`src/include/lcd_driver_pkg.sv`:
```
package lcd_driver_pkg;

    // drive level codes, two bits per output
    localparam logic [1:0] LVL_HIGH_RAIL  = 2'h0;
    localparam logic [1:0] LVL_BIAS_UPPER = 2'h1;
    localparam logic [1:0] LVL_BIAS_LOWER = 2'h2;
    localparam logic [1:0] LVL_LOW_RAIL   = 2'h3;

    // geometry
    localparam int NUM_DOTS_DEF = 80;
    localparam int LATCH_WORDS  = 3;
    localparam int LATCH_BITS   = 32 * LATCH_WORDS;

    // register byte offsets
    localparam logic [31:0] OFS_CTRL   = 32'h0000_0000;
    localparam logic [31:0] OFS_STATUS = 32'h0000_0004;
    localparam logic [31:0] OFS_LATCH0 = 32'h0000_0008;
    localparam logic [31:0] OFS_LATCH1 = 32'h0000_000c;
    localparam logic [31:0] OFS_LATCH2 = 32'h0000_0010;

    // control fields
    localparam int CTRL_SHIFT_EN_BIT   = 0;
    localparam int CTRL_CLR_FAST_BIT   = 1;
    localparam logic CTRL_SHIFT_EN_RST = 1'b1;

    // status fields
    localparam int STAT_CASCADE_BIT = 0;
    localparam int STAT_LOAD_BIT    = 1;
    localparam int STAT_ROLE_BIT    = 2;
    localparam int STAT_ALT_BIT     = 3;
    localparam int STAT_FAST_BIT    = 4;
    localparam int STAT_COUNT_LSB   = 16;

    // axi responses
    localparam logic [1:0] RESP_OKAY   = 2'h0;
    localparam logic [1:0] RESP_DECERR = 2'h3;

    // timing: fastest legal shift clock against the system clock
    localparam int CLK_FREQ_KHZ       = 20000;
    localparam int SHIFT_MAX_FREQ_KHZ = 3300;
    localparam int SHIFT_MIN_PERIOD_CYC =
        (CLK_FREQ_KHZ + SHIFT_MAX_FREQ_KHZ - 1) / SHIFT_MAX_FREQ_KHZ;
    localparam logic [3:0] GAP_MIN = 4'(SHIFT_MIN_PERIOD_CYC);

endpackage

```
`src/verilog/lcd_row_column_driver.sv`:
```
// Local design decisions: the register addresses and the AXI4-Lite slave port.
`timescale 1ns/10ps
`default_nettype none

// How it works
// RQ1: each shift clock falling edge shifts the register, serial input enters; here only while control bit CTRL_SHIFT_EN_BIT is set.
// RQ2: serial input high means selected dot, low means non-selected.
// RQ3: cascade output always shows the last register stage.
// RQ4: system chains cascade output into next driver's serial input.
// RQ5: latch strobe high makes the latch follow the shift register.
// RQ6: latch strobe low holds the latch, ignoring further shifts.
// RQ7: controller toggles alternation input; device only uses it for levels. Here it is also read back in status bit STAT_ALT_BIT.
// RQ8: role select high is common role, low is segment role.
// RQ9: common role level table from latched bit and alternation.
// RQ10: segment role level table from latched bit and alternation.
// RQ11: board ties strobe and role high when used as common driver.
// RQ12: output n follows latch bit n one for one.
// RQ13: controller keeps shift clock at or below 3.3 MHz.
// RQ14: levels coded 00 high, 01 bias upper, 10 bias lower, 11 low.
// RQ15: bits move from position 1 toward the last position.
module lcd_row_column_driver
    import lcd_driver_pkg::*;
#(
    parameter int NUM_DOTS = lcd_driver_pkg::NUM_DOTS_DEF
)
(
    // clock and reset
    input  wire logic                  clk,
    input  wire logic                  reset,
    // controller link
    input  wire logic                  serial_display_in,
    input  wire logic                  shift_clock_pin,
    input  wire logic                  load_strobe,
    input  wire logic                  frame_alternation,
    input  wire logic                  role_select,
    output logic                       cascade_out,
    output logic      [2*NUM_DOTS-1:0] drive_outputs,
    // axi4-lite write address
    input  wire logic                  s_axi_awvalid,
    output logic                       s_axi_awready,
    input  wire logic [31:0]           s_axi_awaddr,
    // axi4-lite write data
    input  wire logic                  s_axi_wvalid,
    output logic                       s_axi_wready,
    input  wire logic [31:0]           s_axi_wdata,
    input  wire logic [3:0]            s_axi_wstrb,
    // axi4-lite write response
    output logic                       s_axi_bvalid,
    input  wire logic                  s_axi_bready,
    output logic      [1:0]            s_axi_bresp,
    // axi4-lite read
    input  wire logic                  s_axi_arvalid,
    output logic                       s_axi_arready,
    input  wire logic [31:0]           s_axi_araddr,
    output logic                       s_axi_rvalid,
    input  wire logic                  s_axi_rready,
    output logic      [31:0]           s_axi_rdata,
    output logic      [1:0]            s_axi_rresp
);
    import lcd_driver_pkg::*;

    // readout packs the latch into three words
    if (NUM_DOTS < 2 || NUM_DOTS > LATCH_BITS)
    begin : g_bad_size
        $error("NUM_DOTS must lie between 2 and 96");
    end

    logic [NUM_DOTS-1:0]   shift_q;
    logic [NUM_DOTS-1:0]   latch_q;
    logic [2*NUM_DOTS-1:0] codes;
    logic [LATCH_BITS-1:0] latch_ext;
    logic                  clk_pin_q;
    logic                  shift_en_q;
    logic                  fast_q;
    logic [3:0]            gap_q;
    logic [15:0]           count_q;
    logic                  fall;
    logic                  do_shift;
    logic                  aw_got_q;
    logic                  w_got_q;
    logic [31:0]           awaddr_q;
    logic [31:0]           wdata_q;
    logic [3:0]            wstrb_q;
    logic                  wr_fire;
    logic                  clr_fast;
    logic [31:0]           status;

    // shift clock is synchronous, so an edge is simply a change seen here
    assign fall     = clk_pin_q && !shift_clock_pin;
    assign do_shift = fall && shift_en_q;

    always_ff @(posedge clk or posedge reset)
    begin
        if (reset)
            clk_pin_q <= 1'b0;
        else
            clk_pin_q <= shift_clock_pin;
    end

    // shift register, position 1 is bit 0 [RQ15]
    always_ff @(posedge clk or posedge reset)
    begin
        if (reset)
            shift_q <= '0;
        else if (do_shift)
            shift_q <= {shift_q[NUM_DOTS-2:0], serial_display_in}; // [RQ1]
    end

    // last stage feeds the next device in the chain [RQ3]
    assign cascade_out = shift_q[NUM_DOTS-1];

    // level-sensitive latch modelled per clock [RQ5] [RQ6]
    always_ff @(posedge clk or posedge reset)
    begin
        if (reset)
            latch_q <= '0;
        else if (load_strobe)
            latch_q <= shift_q;
    end

    level_encoder #(
        .N                 (NUM_DOTS)
    ) u_enc (
        .dot_bits          (latch_q),
        .frame_alternation (frame_alternation),
        .role_select       (role_select),
        .level_codes       (codes)
    );

    // outputs registered to keep level glitches off the pins [RQ12]
    always_ff @(posedge clk or posedge reset)
    begin
        if (reset)
            drive_outputs <= '0;
        else
            drive_outputs <= codes;
    end

    // shift counter and over-speed watch; set beats clear
    always_ff @(posedge clk or posedge reset)
    begin
        if (reset)
        begin
            gap_q   <= '0;
            fast_q  <= 1'b0;
            count_q <= '0;
        end
        else
        begin
            if (fall)
                gap_q <= 4'h1;
            else if (gap_q != 4'hf)
                gap_q <= gap_q + 4'h1;
            if (do_shift)
                count_q <= count_q + 16'h0001;
            if (fall && gap_q < GAP_MIN && count_q != 16'h0000)
                fast_q <= 1'b1;
            else if (clr_fast)
                fast_q <= 1'b0;
        end
    end

    // write channel: address and data taken in either order
    assign s_axi_awready = !aw_got_q && !s_axi_bvalid;
    assign s_axi_wready  = !w_got_q && !s_axi_bvalid;
    assign wr_fire       = aw_got_q && w_got_q;
    assign clr_fast      = wr_fire && awaddr_q == OFS_CTRL && wstrb_q[0]
                           && wdata_q[CTRL_CLR_FAST_BIT];

    always_ff @(posedge clk or posedge reset)
    begin
        if (reset)
        begin
            aw_got_q     <= 1'b0;
            w_got_q      <= 1'b0;
            awaddr_q     <= '0;
            wdata_q      <= '0;
            wstrb_q      <= '0;
            s_axi_bvalid <= 1'b0;
            s_axi_bresp  <= RESP_OKAY;
            shift_en_q   <= CTRL_SHIFT_EN_RST;
        end
        else
        begin
            if (s_axi_awvalid && s_axi_awready)
            begin
                aw_got_q <= 1'b1;
                awaddr_q <= s_axi_awaddr;
            end
            if (s_axi_wvalid && s_axi_wready)
            begin
                w_got_q <= 1'b1;
                wdata_q <= s_axi_wdata;
                wstrb_q <= s_axi_wstrb;
            end
            if (wr_fire)
            begin
                aw_got_q     <= 1'b0;
                w_got_q      <= 1'b0;
                s_axi_bvalid <= 1'b1;
                s_axi_bresp  <= RESP_OKAY;
                if (awaddr_q == OFS_CTRL && wstrb_q[0])
                    shift_en_q <= wdata_q[CTRL_SHIFT_EN_BIT];
                else if (awaddr_q != OFS_STATUS && awaddr_q != OFS_LATCH0
                         && awaddr_q != OFS_LATCH1
                         && awaddr_q != OFS_LATCH2
                         && awaddr_q != OFS_CTRL)
                    s_axi_bresp <= RESP_DECERR;
            end
            else if (s_axi_bvalid && s_axi_bready)
                s_axi_bvalid <= 1'b0;
        end
    end

    // read side views
    always_comb
    begin
        latch_ext = '0;
        latch_ext[NUM_DOTS-1:0] = latch_q;
        status = '0;
        status[STAT_CASCADE_BIT] = cascade_out;
        status[STAT_LOAD_BIT]    = load_strobe;
        status[STAT_ROLE_BIT]    = role_select;
        status[STAT_ALT_BIT]     = frame_alternation;
        status[STAT_FAST_BIT]    = fast_q;
        status[STAT_COUNT_LSB +: 16] = count_q;
    end

    // read channel, one outstanding read
    assign s_axi_arready = !s_axi_rvalid;

    always_ff @(posedge clk or posedge reset)
    begin
        if (reset)
        begin
            s_axi_rvalid <= 1'b0;
            s_axi_rdata  <= '0;
            s_axi_rresp  <= RESP_OKAY;
        end
        else if (s_axi_arvalid && s_axi_arready)
        begin
            s_axi_rvalid <= 1'b1;
            s_axi_rresp  <= RESP_OKAY;
            case (s_axi_araddr)
                OFS_CTRL:   s_axi_rdata <= {31'h0000_0000, shift_en_q};
                OFS_STATUS: s_axi_rdata <= status;
                OFS_LATCH0: s_axi_rdata <= latch_ext[31:0];
                OFS_LATCH1: s_axi_rdata <= latch_ext[63:32];
                OFS_LATCH2: s_axi_rdata <= latch_ext[95:64];
                default:
                begin
                    s_axi_rdata <= '0;
                    s_axi_rresp <= RESP_DECERR;
                end
            endcase
        end
        else if (s_axi_rready)
            s_axi_rvalid <= 1'b0;
    end
endmodule // lcd_row_column_driver

`default_nettype wire

```
`src/verilog/level_encoder.sv`:
```
`timescale 1ns/10ps
`default_nettype none

module level_encoder
    import lcd_driver_pkg::*;
#(
    parameter int N = 80
)
(
    // latched dots
    input  wire logic [N-1:0]   dot_bits,
    // drive selection
    input  wire logic           frame_alternation,
    input  wire logic           role_select,
    // per-output level codes
    output logic      [2*N-1:0] level_codes
);

    // one selector per output
    for (genvar k = 0; k < N; k++)
    begin : g_out
        always_comb
        begin
            if (dot_bits[k]) // [RQ2]
            begin
                // high rail when alternation agrees with role [RQ9] [RQ10]
                if (frame_alternation == role_select) // [RQ8]
                    level_codes[2*k +: 2] = LVL_HIGH_RAIL;
                else
                    level_codes[2*k +: 2] = LVL_LOW_RAIL;
            end
            else if (frame_alternation)
                level_codes[2*k +: 2] = LVL_BIAS_LOWER; // [RQ14]
            else
                level_codes[2*k +: 2] = LVL_BIAS_UPPER;
        end
    end

endmodule // level_encoder

`default_nettype wire
```
`config.mk`:
```
export PLATFORM = sky130hd
export DESIGN_NAME = lcd_row_column_driver
export DESIGN_NICKNAME = d
export VERILOG_FILES = /design/src/include/lcd_driver_pkg.sv /design/src/verilog/lcd_row_column_driver.sv /design/src/verilog/level_encoder.sv
export SDC_FILE = /design/constraint.sdc
export NUM_CORES = 1
export LEC_CHECK = 0
export BUFFER_PORTS_ARGS = -buffer_cell sky130_fd_sc_hd__buf_4
export CAP_MARGIN = 20
export CORE_MARGIN = 2
export CORE_UTILIZATION = 60
export CTS_CLUSTER_DIAMETER = 50
export DETAILED_ROUTE_END_ITERATION = 8
export GPL_TIMING_DRIVEN = 0
export PLACE_DENSITY = 0.85
export REMOVE_ABC_BUFFERS = 1
export SYNTH_ARGS = -nofsm -noshare
export SYNTH_HDL_FRONTEND = slang
export SYNTH_HIERARCHICAL = 1
export SYNTH_SLANG_ARGS = --single-unit
```
`constraint.sdc`:
```
create_clock -name clk -period 25.6 [get_ports clk]
set_input_delay 1.28 -clock clk [delete_from_list [all_inputs] [get_ports clk]]
set_output_delay 1.28 -clock clk [all_outputs]
set_load 0.05 [all_outputs]
```
==> reports/results.ini <==
[status]
status=completed

[power]
p_per_area_mw_per_mm2=74.7
ir_drop_uv=97.6
p_leak_nw=9.64

[synthesis]
synth_flop_cell=dfrtp_1
ys_seq_area_share_pct=61.5
synth_top_cell_by_area=dfrtp_1
synth-edff-count=0
syn_inst=1258
synth_area_mm2=0.0169
avgSynthCellArea_um2=13.5
synth_cell_type_count=47
synth_warnings=6
synth.most_common_cell=dfrtp_1
synth_top_cell_area_share_pct=61.3
ys_seq_elements=416
synth_commonest_cells=dfrtp_1 (415), mux2_2 (208), xnor2_1 (170), nand2_1 (110), nor2b_1 (81)
async_flop_share_pct=100
synth_area_leaders=dfrtp_1 (61%), mux2_2 (14%), xnor2_1 (8.8%)

[layout]
area_growth_pct=22.8
fin_nets=1634
drive_gt1_share_pct=37.0
final_core_util_pct=74.8
final_cells=1930
fin_area_mm2=0.0208

[global_route]
grt_use_met2_pct=41.5
grt_pass1_wl_um=57400
busiest_layer=met2
use_met1_pct=32.4
grt_max_degree=135
grt_usage_pct=24.8
grt_pass1_vias=10800
antenna_found_initial=2
overflow=0
use_met3_pct=5.63

[timing]
slew_headroom_pct=41.1
period_needed_ns=3.24
hold_viol=0
fmax_mhz=309
drv_slew=0
tightest_slew_ns=0.881
setup_tns_ns=0
skew_ns=0.0129
rsz0062_at_grt=no
setup_viol=0
post-route-period-util_pct=12.7

[die]
ios=314
fp-row-count=61
die_w_um=172
die-area_mm2=0.0296
core_mm2=0.0278
die_y_um=172
initial_core_util_pct=60.9

[route]
dr.pass1.iters=5
totalWireLength_um=36200
vias=10400
wl_per_cell_um=18.8
vias_per_cell=5.38
first_iter_violations=518
route.detailed.drc=0
ant_nets=0

[hold_path]
hold_class=register to register

[clock_tree]
cts.sinks=416
post_cts_buffers=0
cts_hold_buf=0
cts_tree=built
cts_buffers=43
cts_resized=0
clockBufferDepth=3
cts-root-buf=clkbuf_16
cts_max_level=2
clk_pin_slew_ns=0.06
insertion_delay_ns=0.52

[placement]
dpl.hpwl_um=24000
post_dp_cell_area_mm2=0.0194
portBuffers=280
routabilityCongestion=0.764
dp.cells=1851

[critical_path]
cp-end-kind=register
arrival_ns=3.66
start_kind=input port
slowest_delay_ns=0.83
critPathSlowestCell=or3_1
path_cells=buf_4, nor4_1, nand4_1, or3_1, o21ai_0
worstSetupPathType=input port to register
crit_fanout=16
crit_required_ns=26.02

[flow_run]
drv_cap=0

## logic make-up after synthesis
kind of cell	synth area share, %
flops	61.5
simple gates	8.03
mux	14.8
xor+xnor	9.11
buf+inv	2.70
compound gates	3.60
fa+ha+maj	0.222
## placed cells by master (no fill, tap or decap), types with 2 or more instances in the layout
cell type,synthesis,final
a31oi_1,3,3
nand4_1,7,7
buf_4,25,280
nand3_1,10,10
mux2_2,208,208
a21o_1,2,2
xor2_1,6,6
diode_2,0,2
a221o_1,4,4
buf_8,1,6
bufinv_16,0,2
clkinv_2,0,9
a22oi_1,16,16
nor4b_1,3,3
clkbuf_16,0,45
nor3_1,12,12
nor4_1,16,16
a22o_1,15,15
nor2b_1,81,81
mux2i_1,17,17
dfrtp_1,415,415
nand3b_1,2,2
o2bb2ai_1,11,11
nor2_1,12,12
ha_1,3,3
inv_1,11,10
clkbuf_1,36,10
xnor2_1,170,170
buf_16,0,6
a21oi_1,3,3
and2_1,3,3
o21ai_0,12,12
nand2_1,110,109
clkbuf_8,0,8
or3_1,2,2
o21ai_1,12,12
and3_1,2,2
## per-layer routing
metal / wire length [um] / part of all wire, %
met5: 0 / 0
met2: 18200 / 50
met3: 2320 / 6.4
met1: 14700 / 40
met4: 1050 / 2.9
## where the power goes
group          internal [mW]  switching [mW]  leakage [nW]  total (mW)
Clock                  0.365           0.247         0.694       0.612
Sequential             0.705          0.0281          5.32       0.733
Combinational         0.0810           0.126          3.63       0.207
## registers in the layout (all words and copies together) (netlist names), 2 cells and up
| signal | count |
|---|---|
| wdata_q | 2 |
| s_axi_rdata | 32 |
| awaddr_q | 32 |
| count_q | 16 |
| gap_q | 4 |
| drive_outputs | 160 |
| latch_q | 80 |
| shift_q | 80 |
## worst max-delay path: cells and delay by family
| family | cells | cell delay, ns |
|---|---|---|
| buffers and inverters | 1 | 0.11 |
| AO/OA/AOI/OAI | 1 | 0.35 |
| AND/OR/NAND/NOR | 3 | 1.91 |
## final cells by class
type                    instances  area [um^2]
multi-input cells             754         6060
clock buffers                  63         1270
inverters                      11         48.8
well taps                     378          473
repair buffers                293         2380
diodes                          2         5.00
fillers                      1816         7000
flip-flops and latches        416        10400
clock inverters                13          129
## final timing paths
kind                                 start           endpoint  slack [ns]  depth (start not counted)
max in group asynchronous            reset     s_axi_rdata[0]       23.77                          3
min in group asynchronous            reset  drive_outputs[30]        0.81                          2
min                             wdata_q[1]             fast_q        0.48                          1
min reg2reg                     wdata_q[1]             fast_q        0.48                          1
max reg2reg                     shift_en_q        count_q[15]       22.92                          6
max                        s_axi_araddr[9]    s_axi_rdata[27]       22.36                          5
## stage by stage
step / setup WS, ns / total power, mW / hold slack (ns)
CTS: 22.37 / 1.56 / 0.466
floorplan: 12.74 / 0.872 / 0.424
detailed placement: 21.86 / 0.951 / 0.458
global route: 22.25 / 1.61 / 0.487
finish: 22.36 / 1.55 / 0.476
global placement: 9.13 / 0.939 / 0.442
Power figures use the tool's default switching activity.
